[src/rpd_defines.svh]
`ifndef RPD_DEFINES_SVH
`define RPD_DEFINES_SVH

// Register offsets (byte addresses)
`define RPD_CTRL_OFS       8'h00
`define RPD_STATUS_OFS     8'h04
`define RPD_CAUSE_OFS      8'h08
`define RPD_IRQEN_OFS      8'h0C

// Control field positions
`define RPD_IRQ_SEL_LSB    0
`define RPD_RST_SEL_LSB    2
`define RPD_RST_EN_BIT     4
`define RPD_REMAP_OFF_BIT  5
`define RPD_CLK_SRC_LSB    6
`define RPD_CTRL_W         8

// Control reset value: brownout reset on, lowest thresholds, boot map on
`define RPD_CTRL_RST       8'h10
`define RPD_CLK_RC         2'h0

// Status field positions
`define RPD_ST_IRQ_BIT     0
`define RPD_ST_LEVEL_BIT   1
`define RPD_ST_LOCK_LSB    2
`define RPD_ST_SCAN_BIT    4
`define RPD_ST_PINOFF_BIT  5

// Reset cause bits
`define RPD_CAUSE_PIN      0
`define RPD_CAUSE_WDT      1
`define RPD_CAUSE_POR      2
`define RPD_CAUSE_BROWN    3

// Flash lock words; values are arbitrary
`define RPD_LOCK1_WORD     32'h1234_5671
`define RPD_LOCK2_WORD     32'h1234_5672
`define RPD_LOCK3_WORD     32'h1234_5673
`define RPD_NOPIN_WORD     32'h1234_5670

// Timing
`define RPD_PIN_MIN_NS     50
`define RPD_CLK_NS         40
`define RPD_HOLD_CYC       4'h8
`define RPD_BOOT_VECTOR    32'h0000_0000

`endif

[src/rpd_pkg.sv]
package rpd_pkg;

    typedef enum logic [2:0] {
        RPD_HOLD  = 3'b001,
        RPD_FLASH = 3'b010,
        RPD_RUN   = 3'b100
    } rpd_state_t;

    typedef enum logic [1:0] {
        RPD_OPEN  = 2'h0,
        RPD_LVL1  = 2'h1,
        RPD_LVL2  = 2'h2,
        RPD_LVL3  = 2'h3
    } rpd_lock_t;

    typedef enum logic [2:0] {
        RPD_OP_READ      = 3'h0,
        RPD_OP_WRITE     = 3'h1,
        RPD_OP_ERASE_SEC = 3'h2,
        RPD_OP_ERASE_ALL = 3'h3,
        RPD_OP_GO        = 3'h4
    } rpd_op_t;

    typedef struct packed {
        rpd_op_t    op;
        logic [3:0] sector;
    } rpd_isp_cmd_t;

    typedef struct packed {
        logic       pin;
        logic       wdt;
        logic       por;
        logic       brownout;
    } rpd_src_t;

endpackage

[src/rpd_reset_protect.sv]
// Operation
// - Chip reset comes from reset pin, watchdog, power-on detector or brownout.
// - Any chip reset starts the RC oscillator and initialises flash controller.
// - A low reset pin pulse of 50 ns or more is never filtered out.
// - On reset release the core fetches address 0 from the boot map.
// - Control and interrupt enable registers hold reset values before internal reset is released.
// - Brownout below one of four selected levels raises an interrupt line.
// - Brownout interrupt reaches the core only when its enable bit is set.
// - Brownout level is readable in a status register regardless of enable.
// - Four selectable brownout levels can force a full chip reset.
// - Read lock applies only when a known pattern sits in flash.
// - Firmware programming calls stay available at every lock level.
// - Level one blocks debug, limited programming, sector 0 untouched.
// - Level two blocks debug, allows only full erase then update.
// - Level three blocks debug and all ISP programming, pin entry included.
// - A separate setting disables programming entry by the entry pin.
// - Reset pin low selects boundary scan, high selects serial debug.
// - Serial debug ignores traffic while the chip is held in reset.
// - Boundary scan takes over four general pins whatever their setup.
// - The scan port gives test access only, never core debug.
// - After any chip reset the clock source is the RC oscillator.
//
// The register offsets and the address-and-strobe port were decided locally.
`timescale 1ns/1ps
`include "rpd_defines.svh"

module rpd_reset_protect
    import rpd_pkg::*;
(
    // Clock and reset
    input  wire logic         clock,
    input  wire logic         srst,
    // Reset sources
    input  wire logic         reset_pin_n,
    input  wire logic         wdt_reset_req,
    input  wire logic         por_detect,
    input  wire logic [3:0]   brownout_below,
    // Flash controller
    input  wire logic         flash_init_done,
    input  wire logic [31:0]  lock_word,
    input  wire logic [31:0]  pin_word,
    output logic              flash_init_req,
    // Core and clocking
    output logic              chip_reset,
    output logic              internal_rc_osc_en,
    output logic [1:0]        clk_src_sel,
    output logic              boot_map_on,
    output logic [31:0]       fetch_addr,
    output logic              brownout_irq,
    output logic              core_irq,
    // Debug and test
    input  wire logic         test_reset_n,
    input  wire logic         isp_entry_pin,
    output logic              swd_enable,
    output logic              scan_mode,
    output logic [3:0]        scan_pin_takeover,
    output logic              scan_core_debug,
    // Programming gate
    input  wire rpd_isp_cmd_t isp_cmd,
    input  wire logic         isp_cmd_valid,
    output logic              isp_cmd_ok,
    output logic              isp_pin_entry,
    output logic              iap_enable,
    output rpd_lock_t         lock_level,
    // Register port
    input  wire logic [7:0]   reg_addr,
    input  wire logic [31:0]  reg_wdata,
    input  wire logic         reg_write,
    input  wire logic         reg_read,
    output logic [31:0]       reg_rdata
);

    // Two-stage synchronisers for pin-side inputs
    logic [7:0]       sync1_reg;
    logic [7:0]       sync2_reg;
    wire logic [7:0]  sync_in;
    assign sync_in = {isp_entry_pin, test_reset_n, brownout_below, por_detect, reset_pin_n};

    always_ff @(posedge clock) begin
        if (srst) begin
            sync1_reg <= 8'h41;
            sync2_reg <= 8'h41;
        end else begin
            sync1_reg <= sync_in;
            sync2_reg <= sync1_reg;
        end
    end

    // A 50 ns low pulse spans at least one 40 ns edge, so it is always sampled
    wire logic        pin_low;
    wire logic        por_s;
    wire logic [3:0]  below_s;
    wire logic        trst_low;
    wire logic        entry_pin_s;
    assign pin_low     = ~sync2_reg[0];
    assign por_s       = sync2_reg[1];
    assign below_s     = sync2_reg[5:2];
    assign trst_low    = ~sync2_reg[6];
    assign entry_pin_s = sync2_reg[7];

    // Software registers
    logic [`RPD_CTRL_W-1:0] ctrl_reg;
    logic [`RPD_CTRL_W-1:0] ctrl_next;
    logic                   irq_en_reg;
    logic                   irq_en_next;
    logic [3:0]             cause_reg;
    logic [3:0]             cause_next;

    wire logic [1:0] irq_sel;
    wire logic [1:0] rst_sel;
    wire logic       rst_en;
    wire logic       remap_off;
    assign irq_sel   = ctrl_reg[`RPD_IRQ_SEL_LSB +: 2];
    assign rst_sel   = ctrl_reg[`RPD_RST_SEL_LSB +: 2];
    assign rst_en    = ctrl_reg[`RPD_RST_EN_BIT];
    assign remap_off = ctrl_reg[`RPD_REMAP_OFF_BIT];

    // Brownout compare against the selected levels
    wire logic brown_irq_level;
    wire logic brown_rst_level;
    assign brown_irq_level = below_s[irq_sel];
    assign brown_rst_level = rst_en & below_s[rst_sel];

    // Reset sources, packed in one assignment so the struct has a single driver
    rpd_src_t src;
    assign src = '{pin:      pin_low,
                   wdt:      wdt_reset_req,
                   por:      por_s,
                   brownout: brown_rst_level};

    wire logic reset_req;
    assign reset_req = src.pin | src.wdt | src.por | src.brownout;

    // Sequencer: hold, flash init, run
    rpd_state_t state_reg;
    rpd_state_t state_next;
    logic [3:0] hold_reg;
    logic [3:0] hold_next;

    always_comb begin
        state_next = state_reg;
        hold_next  = hold_reg;
        case (state_reg)
            RPD_HOLD: begin
                if (reset_req) begin
                    hold_next = `RPD_HOLD_CYC;
                end else if (hold_reg != 4'h0) begin
                    hold_next = hold_reg - 4'h1;
                end else begin
                    state_next = RPD_FLASH;
                end
            end
            RPD_FLASH: begin
                if (reset_req) begin
                    state_next = RPD_HOLD;
                    hold_next  = `RPD_HOLD_CYC;
                end else if (flash_init_done) begin
                    state_next = RPD_RUN;
                end
            end
            RPD_RUN: begin
                if (reset_req) begin
                    state_next = RPD_HOLD;
                    hold_next  = `RPD_HOLD_CYC;
                end
            end
            default: begin
                state_next = RPD_HOLD;
                hold_next  = `RPD_HOLD_CYC;
            end
        endcase
    end

    always_ff @(posedge clock) begin
        if (srst) begin
            state_reg <= RPD_HOLD;
            hold_reg  <= `RPD_HOLD_CYC;
        end else begin
            state_reg <= state_next;
            hold_reg  <= hold_next;
        end
    end

    // Reset asserts in the same cycle as the request; release waits for the run state
    assign chip_reset         = reset_req | (state_reg != RPD_RUN);
    assign internal_rc_osc_en = 1'b1;
    assign flash_init_req     = (state_reg == RPD_FLASH);

    // Lock level latched while flash init completes
    rpd_lock_t lock_reg;
    rpd_lock_t lock_next;
    logic      pin_off_reg;
    logic      pin_off_next;

    always_comb begin
        lock_next    = lock_reg;
        pin_off_next = pin_off_reg;
        if (flash_init_req && flash_init_done) begin
            if (lock_word == `RPD_LOCK1_WORD) begin
                lock_next = RPD_LVL1;
            end else if (lock_word == `RPD_LOCK2_WORD) begin
                lock_next = RPD_LVL2;
            end else if (lock_word == `RPD_LOCK3_WORD) begin
                lock_next = RPD_LVL3;
            end else begin
                lock_next = RPD_OPEN;
            end
            pin_off_next = (pin_word == `RPD_NOPIN_WORD);
        end
    end

    always_ff @(posedge clock) begin
        if (srst) begin
            lock_reg    <= RPD_LVL3;
            pin_off_reg <= 1'b1;
        end else begin
            lock_reg    <= lock_next;
            pin_off_reg <= pin_off_next;
        end
    end

    assign lock_level = lock_reg;

    // Level two allows writes only after a full erase in this session
    logic erased_reg;
    logic erased_next;
    always_comb begin
        erased_next = erased_reg;
        if (chip_reset) begin
            erased_next = 1'b0;
        end else if (isp_cmd_valid && isp_cmd_ok && isp_cmd.op == RPD_OP_ERASE_ALL) begin
            erased_next = 1'b1;
        end
    end

    always_ff @(posedge clock) begin
        if (srst) begin
            erased_reg <= 1'b0;
        end else begin
            erased_reg <= erased_next;
        end
    end

    // Programming command filter per lock level
    wire logic sec_nonzero;
    wire logic lvl1_ok;
    wire logic lvl2_ok;
    assign sec_nonzero = (isp_cmd.sector != 4'h0);
    assign lvl1_ok = ((isp_cmd.op == RPD_OP_WRITE) | (isp_cmd.op == RPD_OP_ERASE_SEC)) & sec_nonzero;
    assign lvl2_ok = (isp_cmd.op == RPD_OP_ERASE_ALL) | ((isp_cmd.op == RPD_OP_WRITE) & erased_reg);

    always_comb begin
        case (lock_reg)
            RPD_OPEN: isp_cmd_ok = 1'b1;
            RPD_LVL1: isp_cmd_ok = lvl1_ok;
            RPD_LVL2: isp_cmd_ok = lvl2_ok;
            RPD_LVL3: isp_cmd_ok = 1'b0;
            default:  isp_cmd_ok = 1'b0;
        endcase
    end

    assign isp_pin_entry = entry_pin_s & ~pin_off_reg & (lock_reg != RPD_LVL3);
    assign iap_enable    = 1'b1;

    // Debug and boundary scan selection
    logic scan_reg;
    logic scan_next;
    always_comb begin
        scan_next = scan_reg;
        if (trst_low) begin
            scan_next = 1'b0;
        end else if (pin_low) begin
            scan_next = 1'b1;
        end else begin
            scan_next = 1'b0;
        end
    end

    always_ff @(posedge clock) begin
        if (srst) begin
            scan_reg <= 1'b0;
        end else begin
            scan_reg <= scan_next;
        end
    end

    assign scan_mode         = scan_reg;
    assign scan_pin_takeover = {4{scan_reg}};
    assign scan_core_debug   = 1'b0;
    // Debug port stays dead during reset, in scan mode and under any lock
    assign swd_enable = ~chip_reset & ~scan_reg & (lock_reg == RPD_OPEN);

    // Brownout interrupt and boot map
    assign brownout_irq = brown_irq_level;
    assign core_irq     = brown_irq_level & irq_en_reg;
    assign boot_map_on  = ~remap_off;
    assign fetch_addr   = `RPD_BOOT_VECTOR;
    assign clk_src_sel  = ctrl_reg[`RPD_CLK_SRC_LSB +: 2];

    // Register decode
    wire logic wr_ctrl;
    wire logic wr_cause;
    wire logic wr_irq_en;
    assign wr_ctrl   = reg_write & (reg_addr == `RPD_CTRL_OFS);
    assign wr_cause  = reg_write & (reg_addr == `RPD_CAUSE_OFS);
    assign wr_irq_en = reg_write & (reg_addr == `RPD_IRQEN_OFS);

    wire logic [3:0] cause_set;
    assign cause_set = {src.brownout, src.por, src.wdt, src.pin};

    always_comb begin
        ctrl_next   = ctrl_reg;
        irq_en_next = irq_en_reg;
        if (chip_reset) begin
            ctrl_next   = `RPD_CTRL_RST;
            irq_en_next = 1'b0;
        end else begin
            if (wr_ctrl) begin
                ctrl_next = reg_wdata[`RPD_CTRL_W-1:0];
            end
            if (wr_irq_en) begin
                irq_en_next = reg_wdata[0];
            end
        end
        // Write one to clear; a new cause in the same cycle wins
        cause_next = (cause_reg & ~(wr_cause ? reg_wdata[3:0] : 4'h0)) | cause_set;
    end

    // Cause bits survive chip reset so software can see why it restarted
    always_ff @(posedge clock) begin
        if (srst) begin
            ctrl_reg   <= `RPD_CTRL_RST;
            irq_en_reg <= 1'b0;
            cause_reg  <= 4'h0;
        end else begin
            ctrl_reg   <= ctrl_next;
            irq_en_reg <= irq_en_next;
            cause_reg  <= cause_next;
        end
    end

    // Read data, one cycle after the strobe
    logic [31:0] status_word;
    always_comb begin
        status_word = 32'h0000_0000;
        status_word[`RPD_ST_IRQ_BIT]       = brown_irq_level;
        status_word[`RPD_ST_LEVEL_BIT]     = below_s[irq_sel];
        status_word[`RPD_ST_LOCK_LSB +: 2] = lock_reg;
        status_word[`RPD_ST_SCAN_BIT]      = scan_reg;
        status_word[`RPD_ST_PINOFF_BIT]    = pin_off_reg;
    end

    logic [31:0] rd_mux;
    always_comb begin
        case (reg_addr)
            `RPD_CTRL_OFS:   rd_mux = {24'h000000, ctrl_reg};
            `RPD_STATUS_OFS: rd_mux = status_word;
            `RPD_CAUSE_OFS:  rd_mux = {28'h0000000, cause_reg};
            `RPD_IRQEN_OFS:  rd_mux = {31'h0, irq_en_reg};
            default:         rd_mux = 32'h0000_0000;
        endcase
    end

    logic [31:0] rdata_reg;
    always_ff @(posedge clock) begin
        if (srst) begin
            rdata_reg <= 32'h0000_0000;
        end else begin
            rdata_reg <= reg_read ? rd_mux : 32'h0000_0000;
        end
    end

    assign reg_rdata = rdata_reg;

endmodule

[config.mk]
export PLATFORM = sky130hd
export DESIGN_NAME = rpd_reset_protect
export DESIGN_NICKNAME = d
export VERILOG_FILES = /design/src/rpd_pkg.sv /design/src/rpd_reset_protect.sv
export VERILOG_INCLUDE_DIRS = /design/src
export SDC_FILE = /design/constraint.sdc
export NUM_CORES = 1
export LEC_CHECK = 0
export BUFFER_PORTS_ARGS = -buffer_cell sky130_fd_sc_hd__buf_2
export CORE_MARGIN = 1
export CORE_UTILIZATION = 39
export DETAILED_ROUTE_END_ITERATION = 8
export PLACE_DENSITY = 0.79
export SETUP_SLACK_MARGIN = 0.2
export SYNTH_ARGS = -nofsm -noshare
export SYNTH_HDL_FRONTEND = slang
export SYNTH_SLANG_ARGS = --single-unit
[constraint.sdc]
create_clock -name clock -period 2.4 [get_ports clock]
set_clock_uncertainty 0.05 [all_clocks]
set_input_delay 0.48 -clock clock [delete_from_list [all_inputs] [get_ports clock]]
set_output_delay 0.48 -clock clock [all_outputs]
set_load 0.01 [all_outputs]
Word level (Yosys, flattened, before mapping)

Index checks and enable logic that the tools add are counted.

Register bits after elaboration: 73
Output and inout bits: 84

Add/subtract/negate cells: 1
$lt $le $gt $ge: 2
Equal/unequal tests: 24
Muxes and demuxes: 21
Bitwise gates (word level): 27
Reduce and logical (&&, ||, !) cells: 13

Operators by type and width:

| operator                                            | count |
|---|---|
| == test 32 x 29 -> 1 bit (second input constant)    | 4 |
| case mux 8 bit (4 select lines)                     | 1 |
| == test 8 x 4 -> 1 bit (second input constant)      | 2 |
| 2-to-1 mux 4 bit                                    | 4 |
| 2-to-1 mux 3 bit                                    | 5 |
| AND 1 bit                                           | 11 |
| == test 3 x 2 -> 1 bit (second input constant)      | 3 |
| case mux 3 bit (3 select lines)                     | 1 |
| == test 8 x 3 -> 1 bit (second input constant)      | 1 |
| logical NOT 8 bit                                   | 1 |
| != test 2 bit (second input constant)               | 4 |
| case mux 4 bit (2 select lines)                     | 1 |
| nonzero test 4 bit                                  | 2 |
| OR reduction 2 bit                                  | 4 |
| NOT 1 bit                                           | 7 |
| == test 3 x 1 -> 1 bit (second input constant)      | 2 |
| < comparator 2 x 3 -> 1 bit (second input constant) | 2 |
| 2-to-1 mux 2 bit                                    | 3 |
| != test 3 bit (second input constant)               | 2 |
| bitwise OR 1 bit                                    | 6 |
| AND 4 bit                                           | 1 |
| binary-select mux 1 bit (select 2 bit)              | 2 |
| == test 2 bit (second input constant)               | 2 |
| NOT 4 bit                                           | 1 |
| other kinds (12)                                    | 16 |

Logic depth before layout (Yosys ltp)

Gate-level depths: netlist of run 1.

Word-level depth: 8
Mapped depth: 6

Least setup slack after synthesis of run 1

No wires, ideal clock.

Kind: input to output
From: in wdt_reset_req
To: out swd_enable
Data arrival time: 1.623 ns
Data required time: 1.870 ns
Path slack: 0.247 ns
Stages on the path: 3
Buffers on the path: 0
Path through: or3b_2 a211o_2 nor4_1

Cells in the longest elaborated chain, start to end: 7

RTL lines:

| what                          | RTL line                 | source |
|---|---|---|
| start, declared               | rpd_reset_protect.sv:35  | `input wire logic wdt_reset_req,` |
| bitwise OR 1 bit (3 in a row) | rpd_reset_protect.sv:132 | `assign reset_req = src.pin \| src.wdt \| src.por \| src.brownout;` |
| bitwise OR 1 bit              | rpd_reset_protect.sv:185 | `assign chip_reset = reset_req \| (state_reg != RPD_RUN);` |
| net chip_reset                | rpd_reset_protect.sv:44  | `output logic chip_reset,` |
| NOT 1 bit                     | rpd_reset_protect.sv:291 | `assign swd_enable = ~chip_reset & ~scan_reg & (lock_reg == RPD_OPEN);` |
| AND 1 bit (2 in a row)        | rpd_reset_protect.sv:291 |  |
| end, declared                 | rpd_reset_protect.sv:54  | `output logic swd_enable,` |

The timed path passes the listed nets, and every way through them passes these cells.

Worst setup path in the final report of run 1

From: reg ctrl_reg[2]
To: out swd_enable

Cells in the longest elaborated chain, start to end: 8

RTL lines:

| what                                   | RTL line                 | source |
|---|---|---|
| start, declared                        | rpd_reset_protect.sv:102 | `` logic [`RPD_CTRL_W-1:0] ctrl_reg; `` |
| start signal, assigned                 | rpd_reset_protect.sv:332 | `` ctrl_reg <= `RPD_CTRL_RST; `` |
| start signal, assigned                 | rpd_reset_protect.sv:336 | `ctrl_reg <= ctrl_next;` |
| binary-select mux 1 bit (select 2 bit) | rpd_reset_protect.sv:122 | `assign brown_rst_level = rst_en & below_s[rst_sel];` |
| 2-to-1 mux 1 bit (not written as such) | rpd_reset_protect.sv:122 |  |
| AND 1 bit                              | rpd_reset_protect.sv:122 |  |
| bitwise OR 1 bit                       | rpd_reset_protect.sv:132 |  |
| bitwise OR 1 bit                       | rpd_reset_protect.sv:185 |  |
| NOT 1 bit                              | rpd_reset_protect.sv:291 |  |
| AND 1 bit (2 in a row)                 | rpd_reset_protect.sv:291 |  |

Every way passes these cells. The select of a mux whose other input is x is not followed.

==> results of run 1 <==
[per-stage QoR]
| stage | TNS (ns) | setup slack [ns] |
|---|---|---|
| after floorplan | 0 | 0.247 |
| after global placement | 0 | 0.168 |
| after detailed placement | 0 | 0.143 |
| after CTS | -0.00617 | -0.00617 |
| after global routing | -0.00728 | -0.00728 |
| final | 0 | 0.0504 |
[layout make-up]
type,count,area [µm²],share of cell area (%)
tap,77,96.3,3.01
multi-input combinational,217,1300,40.6
timing repair buffer,131,674,21.1
inverter,8,30.0,0.939
clock buffer,6,72.6,2.27
clock inverter,2,38.8,1.21
sequential,49,986,30.8
[placed cells by master (no fill, tap or decap), drive strengths merged, types with 2 or more instances in the layout]
master  instances
a211o           3
buf           131
mux4            3
a21oi          10
nor2b          16
a221o           3
nor3            8
and2            2
clkbuf          6
nor4            5
inv             8
conb           59
or2             5
dfxtp          49
nor4bb          4
nand4           5
and4b           3
nor3b           5
a22oi           2
mux2i          11
nand2          15
o21ai           8
ha              2
and3            2
nor2           23
or3b            3
nor4b           8
[cells by family (layout without fill, tap and decap cells)]
family	after synthesis	in the layout
flip-flops	49	49
AO/OA/AOI/OAI	31	31
XOR/XNOR	1	1
buffers and inverters	81	147
other	2	59
multiplexers	15	15
AND/OR/NAND/NOR	109	109
adder cells (fa/ha/maj)	2	2
[worst max path at each step]
| stage | from | end | slack, ns | cells past startpoint |
|---|---|---|---|---|
| 2_1_floorplan | wdt_reset_req | swd_enable | 0.25 | 3 |
| 3_3_place_gp | wdt_reset_req | swd_enable | 0.17 | 5 |
| 3_5_place_dp | wdt_reset_req | swd_enable | 0.14 | 5 |
| 4_1_cts | ctrl_reg[2] | swd_enable | -0.006 | 4 |
| 5_1_grt | ctrl_reg[2] | swd_enable | -0.007 | 4 |
| 6_report | ctrl_reg[2] | swd_enable | 0.05 | 4 |
[routing by layer]
layer	share of wire (%)	GRT usage, %	wire, µm	vias to the layer above
met5	0	0	0	-
met4	1.5	6.43	93	0
met3	6.8	4.06	413	6
met2	55	32.9	3350	114
met1	37	17.4	2220	1012
li1	-	-	-	1126
[power groups by stage]
stage / Clock [mW] / Combinational (mW) / Sequential (mW)
floorplan: 0 / 0.200 / 0.862
global placement: 0 / 0.220 / 0.864
detailed placement: 0 / 0.228 / 0.865
CTS: 0.593 / 0.229 / 0.846
global route: 0.627 / 0.255 / 0.849
finish: 0.576 / 0.229 / 0.846
[worst max-delay path, stage by stage (launching register included)]
cell	delay [ns]
dfxtp_2	0.35
mux4_2	0.52
a211o_4	0.35
nor4_2	0.13
buf_2	0.18
[what timing repair did]
item                       CTS  global route
resized for setup            3             5
setup endpoints to repair    2             4
hold endpoints to repair     0             0
pin swaps                    0             1
setup buffers                2             0
==> flow_summary.ini, run 1 <==
[status]
status = finished, violations left
violations = DRC

[drt]
finalWirelength_mm = 6.07
wire_per_inst_um = 12.4
remaining_drc_errors = 18
dr.pass1.iters = 6
antenna_violating_nets_post_route = 0
viasPerCell = 4.61
drt_iter0_drc = 72
via_count = 2258

[timing]
period_needed_ns = 2.35
finalSetupViolCount = 0
rsz0062_at_grt = true
worst_slew_margin_rel_pct = 62.8
holdWs_ns = 0.316
final_max_slew_viol_count = 0
finalHoldViolations = 0
fmax_ghz = 0.426
worst_pin_slew_ns = 0.556
timing.final.crit_share_pct = 97.9

[setup_path]
cp_max_fo = 2
critPathCaptureType = output port
rrSetupSlack_ns = 0.32
r2r_end = ctrl_reg[2]
rr_worst_depth = 6
worstPathRequired_ns = 1.87
arrival_ns = 1.82
rr_startpoint = ctrl_reg[2]
worstSetupPathType = register to output port
worstSetupStartpointType = register

[clock_tree]
clk_pin_slew_worst_paths_ns = 0.08
cts-root-buf = clkbuf_8
cts_sinks = 49
cts_tree = built
cts_hold_buf = 0
cts_buffers = 5
ctsHtreeMaxLevel = 2
clock_latency_ns = 0.30
clockBufferDepth = 2

[synth]
yosys_warnings = 0
synth-compound-area-share_pct = 7.72
synthMuxAreaShare_pct = 7.24
synth_largest_area_cell = dfxtp_1
ys_types = 43
async_reset_ff_share_pct = 0
synthAdderAreaFrac_pct = 0.959
synth-main-ff-cell = dfxtp_1
synth-edff-count = 0
ys_top_cells_by_count = buf_4, dfxtp_1, nor2_1
ys_ff_latch = 49
seq_area_frac_synth_pct = 37.6
synthCells = 290
syn-cell-area_mm2 = 0.00261
synth_most_common_cell = buf_4
synth_area_leaders = dfxtp_1, buf_4, mux2i_1, nor2b_1, nor2_1
synth_xor_xnor_area_share_pct = 0.336
synth_top_family_by_area = simple AND/OR/NAND/NOR gates
synth-simple-area-share_pct = 24.5
syn_area_per_cell_um2 = 9.00
synth_top_area_share_pct = 37.6

[power]
swShare_pct = 24.0
power_frac_seq_pct = 51.2
cellLeakagePower_nw = 1.53
comb_power_share_pct = 13.9
internal-power_mw = 1.26
p_per_area_mw_per_mm2 = 517
p_switching_mw = 0.396
clockPowerShare_pct = 34.9
irDropWorstVdd_uv = 317
total_power_mw = 1.65

[hold_path]
min_from = test_reset_n
min_path_type = primary input to register
min_to = sync1_reg[6]
min_path_cells = 2

[cells_and_area]
antenna_cells = 0
nets = 540
final_core_util_pct = 49.8
design_area_mm2 = 0.00320
area_growth_pct = 22.5
nFillCells = 631
instances_no_fill = 490
drive_gt1_share_pct = 37.5

[grt]
grt_antenna_before_repair = 0
grt_pass1_vias = 2002
grt_first_pass_wirelength_mm = 9.19
grt-ovfl-total = 0
grt_max_degree = 23
grtUsageTotal_pct = 17.0

[floorplanning]
start_util_pct = 40.6
num_rows = 29
coreArea_mm2 = 0.00642
io-pin-count = 210
die_w_um = 83.8
die-area_mm2 = 0.00702
die_h_um = 83.8

[place]
place.gp.congestion = 0.770
numPortBuffers = 126
dpl_cell_area_mm2 = 0.00305
dp_cells = 480
dp_hpwl_mm = 4.98

[job]
max-cap-violations = 0
(Power assumes the default switching activity.)
==> run 2: changes to the inputs <==
--- a/config.mk
+++ b/config.mk
@@ -6,7 +6,7 @@
 export SDC_FILE = /design/constraint.sdc
 export NUM_CORES = 1
 export LEC_CHECK = 0
-export BUFFER_PORTS_ARGS = -buffer_cell sky130_fd_sc_hd__buf_2
+export BUFFER_PORTS_ARGS = -buffer_cell sky130_fd_sc_hd__clkbuf_2
 export CORE_MARGIN = 1
 export CORE_UTILIZATION = 39
 export DETAILED_ROUTE_END_ITERATION = 8
==> run 2 against run 1 <==
Compared with the run above: the run still ends with DRC left; worst setup slack worse by 0.039 ns; first-iteration DRC count is 81% higher; sequential share of layout area is 0.17 points higher; die area stayed put; clock power is 16% lower; power is 5.7% lower; maximum frequency is 1.6% lower; critical path depth stayed put; global-route usage is 0.095 points lower; flip-flop and latch count stayed put; wire length hardly changed; clock-buffer cell count is 1 lower; critical path type unchanged.
==> flow_summary.ini, run 2 (same netlist as run 1, synthesis figures left out) <==
[timing]
setup_ws_ns = 0.0117
finalSetupViolCount = 0
final_max_slew_viol_count = 0
finalHoldViolations = 0
rsz0062_at_grt = true
timing.final.crit_share_pct = 99.5
period_needed_ns = 2.39
fmax_ghz = 0.419

[place]
pre_cts_slack_ns = 0.155
dp_hpwl_mm = 5.01
place.gp.congestion = 0.762
numPortBuffers = 126
dpl_cell_area_mm2 = 0.00305

[drt]
viasPerCell = 4.63
drt_iter0_drc = 130
via_count = 2266
remaining_drc_errors = 18
wire_per_inst_um = 12.4
dr.pass1.iters = 6
finalWirelength_mm = 6.08
antenna_violating_nets_post_route = 0

[power]
cellLeakagePower_nw = 1.53
irDropWorstVdd_uv = 266
p_per_area_mw_per_mm2 = 490

[setup_path]
rr_startpoint = ctrl_reg[2]
worstPathRequired_ns = 1.87
critPathCaptureType = output port
rrSetupSlack_ns = 0.40
r2r_end = ctrl_reg[3]
crit_start = ctrl_reg[2]
worstSetupPathType = register to output port
arrival_ns = 1.86
cp_max_fo = 3
worstSetupStartpointType = register
rr_worst_depth = 5
endpoint = swd_enable

[clock_tree]
cts_hold_buf = 0
clk_pin_slew_worst_paths_ns = 0.09
cts_sinks = 49
clockBufferDepth = 2
cts_tree = built
clock_latency_ns = 0.30
cts-root-buf = clkbuf_8
ctsHtreeMaxLevel = 2
cts_buffers = 5

[cells_and_area]
design_area_mm2 = 0.00318
layout_common_cells = clkbuf_2, conb_1, dfxtp_1
nFillCells = 634
drive_gt1_share_pct = 37.6
nets = 539
final_core_util_pct = 49.4
antenna_cells = 0
area_growth_pct = 21.7
mostFrequentLayoutCell = clkbuf_2

[job]
max-cap-violations = 0

[floorplanning]
coreArea_mm2 = 0.00642
num_rows = 29
io-pin-count = 210
die_w_um = 83.8
die_h_um = 83.8
start_util_pct = 40.6
die-area_mm2 = 0.00702

[grt]
grtUsageTotal_pct = 16.9
grt_pass1_vias = 1968
grt_first_pass_wirelength_mm = 9.29
grt_antenna_before_repair = 0
grt-ovfl-total = 0
grt_max_degree = 23

[status]
violations = DRC
status = finished, violations left

[hold_path]
min_path_type = primary input to register
-- run 2: report_power, final --
part	switching (mW)	internal, mW
registers	0.0116	0.835
clock network	0.274	0.207
logic	0.122	0.108
-- run 2: layout make-up --
| type | count | area (µm²) | area share (%) |
|---|---|---|---|
| clock inverters | 3 | 22.5 | 0.709 |
| clock buffers | 5 | 68.8 | 2.17 |
| inverters | 8 | 30.0 | 0.946 |
| well taps | 77 | 96.3 | 3.03 |
| repair buffers | 130 | 661 | 20.8 |
| multi-input cells | 217 | 1310 | 41.3 |
| flip-flops and latches | 49 | 985 | 31.0 |
-- run 2: routing by layer --
layer	vias up	global-route usage, %	part of all wire [%]
li1	1120	-	-
met1	1025	18.3	37
met2	115	32.4	55
met3	6	3.86	7.3
met4	0	4.55	1.1
met5	-	0	0
-- run 2: through the flow --
step | cells | hold WS, ns | TNS (ns) | total power, mW
floorplan | 347 | 0.339 | 0 | 1.06
global placement | 480 | 0.343 | 0 | 1.08
detailed placement | 480 | 0.344 | 0 | 1.09
CTS | 489 | 0.298 | -0.0337 | 1.57
global route | 489 | 0.288 | -0.0677 | 1.63
finish | 489 | 0.304 | 0 | 1.56
-- run 2: repair_timing --
action,4_1_cts,5_1_grt
setup endpoints to repair,2,4
resized for setup,2,7
buffers inserted,1,0
pin swaps,0,1
-- run 2: how the worst min path moves through the flow --
stage	cells past startpoint	from	end
final	2	test_reset_n	sync1_reg[6]
after global routing	2	test_reset_n	sync1_reg[6]
after CTS	2	test_reset_n	sync1_reg[6]
after detailed placement	1	sync1_reg[6]	sync2_reg[6]
after global placement	1	sync1_reg[0]	sync2_reg[0]
after floorplan	1	sync1_reg[0]	sync2_reg[0]
-- run 2: critical path, stage by stage, from the launching register on --
cell	delay (ns)
dfxtp_2	0.35
mux4_2	0.52
a211o_4	0.36
nor4_4	0.13
buf_2	0.18
==> run 3: changes to the inputs <==
--- a/config.mk
+++ b/config.mk
@@ -6,11 +6,13 @@
 export SDC_FILE = /design/constraint.sdc
 export NUM_CORES = 1
 export LEC_CHECK = 0
-export BUFFER_PORTS_ARGS = -buffer_cell sky130_fd_sc_hd__clkbuf_2
-export CORE_MARGIN = 1
-export CORE_UTILIZATION = 39
+export CORE_AREA = 2 2 80 82
 export DETAILED_ROUTE_END_ITERATION = 8
-export PLACE_DENSITY = 0.79
+export DIE_AREA = 0 0 82 84
+export DONT_BUFFER_PORTS = 1
+export GPL_ROUTABILITY_DRIVEN = 0
+export PLACE_DENSITY = 0.57
+export RECOVER_POWER = 50
 export SETUP_SLACK_MARGIN = 0.2
 export SYNTH_ARGS = -nofsm -noshare
 export SYNTH_HDL_FRONTEND = slang
==> run 3 against run 2 <==
Compared with the run above: the flow now finishes without violations; sequential power barely moved; power down 5.2%; wire length shrank 11%; first-iteration DRC count is 63% lower; non-clock buffer count is 124 lower; flip-flop and latch count unchanged; maximum frequency fell by 0.10%; sequential share of layout area grew 7.5 points; worst setup slack worse by 0.0025 ns; critical path depth unchanged; critical endpoint unchanged; combinational power down 44%; clock power rose by 4.4%.
==> flow_summary.ini, run 3 (same netlist as run 1, synthesis figures left out) <==
[status]
status = finished clean

[drt]
dr.pass1.iters = 4
finalWirelength_mm = 5.43
wire_per_inst_um = 14.9
antenna_violating_nets_post_route = 0
viasPerCell = 4.95
via_count = 1805
remaining_drc_errors = 0
drt_iter0_drc = 48

[clock_tree]
clk_pin_slew_worst_paths_ns = 0.08
cts_tree = built
clock_latency_ns = 0.30
cts_sinks = 49
cts_buffers = 5
clockBufferDepth = 2
cts-root-buf = clkbuf_8
ctsHtreeMaxLevel = 2
cts_hold_buf = 0

[floorplanning]
die-area_mm2 = 0.00689
num_rows = 29
start_util_pct = 42.8
io-pin-count = 210
die_w_um = 82
die_h_um = 84
coreArea_mm2 = 0.00610

[timing]
timing.final.crit_share_pct = 99.6
final_max_slew_viol_count = 0
fmax_ghz = 0.418
rsz0062_at_grt = true
period_needed_ns = 2.39
worst_slew_margin_rel_pct = 53.5
finalHoldViolations = 0
worst_pin_slew_ns = 0.698
finalSetupViolCount = 0

[power]
cellLeakagePower_nw = 1.00
irDropWorstVdd_uv = 237
total_power_mw = 1.48
p_per_area_mw_per_mm2 = 578

[grt]
grt_antenna_before_repair = 0
grt_pass1_vias = 1617
grt_max_degree = 28
grtUsageTotal_pct = 15.8
grt_first_pass_wirelength_mm = 8.04
grt-ovfl-total = 0

[setup_path]
max_stage_delay_ns = 0.53
worstPathRequired_ns = 1.87
worstSetupPathType = register to output port
cp_max_fo = 3
worstSetupStartpointType = register
path_cells = mux4_2 > a211o_4 > nor4_4 > buf_4
critPathCaptureType = output port
worst_path_max_delay_cell = mux4_2
arrival_ns = 1.86

[cells_and_area]
area_growth_pct = -2.11
layout_common_cells = conb_1, dfxtp_1, nor2_1
drive_gt1_share_pct = 9.72
antenna_cells = 0
mostFrequentLayoutCell = conb_1
final_core_util_pct = 41.9
nets = 415

[place]
dp_hpwl_mm = 4.38
numPortBuffers = 0

[hold_path]
min_path_type = primary input to register

[job]
max-cap-violations = 0
## run 3: repair_timing
item	in CTS	in global routing
setup buffers	1	0
endpoints found under the setup margin	1	1
pin swaps	1	1
gates resized for setup	4	1
## run 3: final cells by class
class | instances | area (µm²)
fill | 613 | 3540
clock inverter | 2 | 13.8
tap | 77 | 96.3
clock buffer | 6 | 82.6
inverter | 8 | 30.0
sequential | 49 | 983
multi-input combinational | 217 | 1310
timing repair buffer | 6 | 41.3
## run 3: per-stage QoR
stage	setup TNS [ns]	hold WS (ns)	area, µm²	instances	worst slack [ns]
after CTS	0	0.173	2550	365	0.00149
final	0	0.189	2550	365	0.00925
after detailed placement	0	0.346	2430	356	0.181
after global placement	0	0.343	2430	356	0.183
after floorplan	0	0.339	2820	347	0.247
after global routing	-0.105	0.157	2550	365	-0.105
## run 3: per-layer routing
| layer | GRT usage, % | wire, µm |
|---|---|---|
| met4 | 5.45 | 73 |
| met2 | 28.7 | 2840 |
| met1 | 16.0 | 1910 |
| met5 | 0 | 0 |
| met3 | 6.06 | 597 |
## run 3: path summary, 6_finish.rpt
kind	startpoint	endpoint	slack (ns)	cells after the start
max	ctrl_reg[2]	swd_enable	0.009	4
max reg2reg	ctrl_reg[2]	ctrl_reg[2]	0.36	5
min reg2reg	sync1_reg[6]	sync2_reg[6]	0.36	1
min	srst	cause_reg[0]	0.19	1
## run 3: critical path, delay by kind of cell (launching register included)
family | cells | cell delay (ns)
buf+inv | 1 | 0.16
flops | 1 | 0.35
compound gates | 1 | 0.40
simple gates | 1 | 0.13
mux | 1 | 0.53
## run 3: power breakdown
group	leakage (nW)	internal, mW	switching (mW)	total [mW]
combinational	0.552	0.0489	0.0798	0.129
sequential	0.401	0.835	0.0107	0.845
clock	0.0512	0.234	0.268	0.502
total	1.00	1.12	0.358	1.48
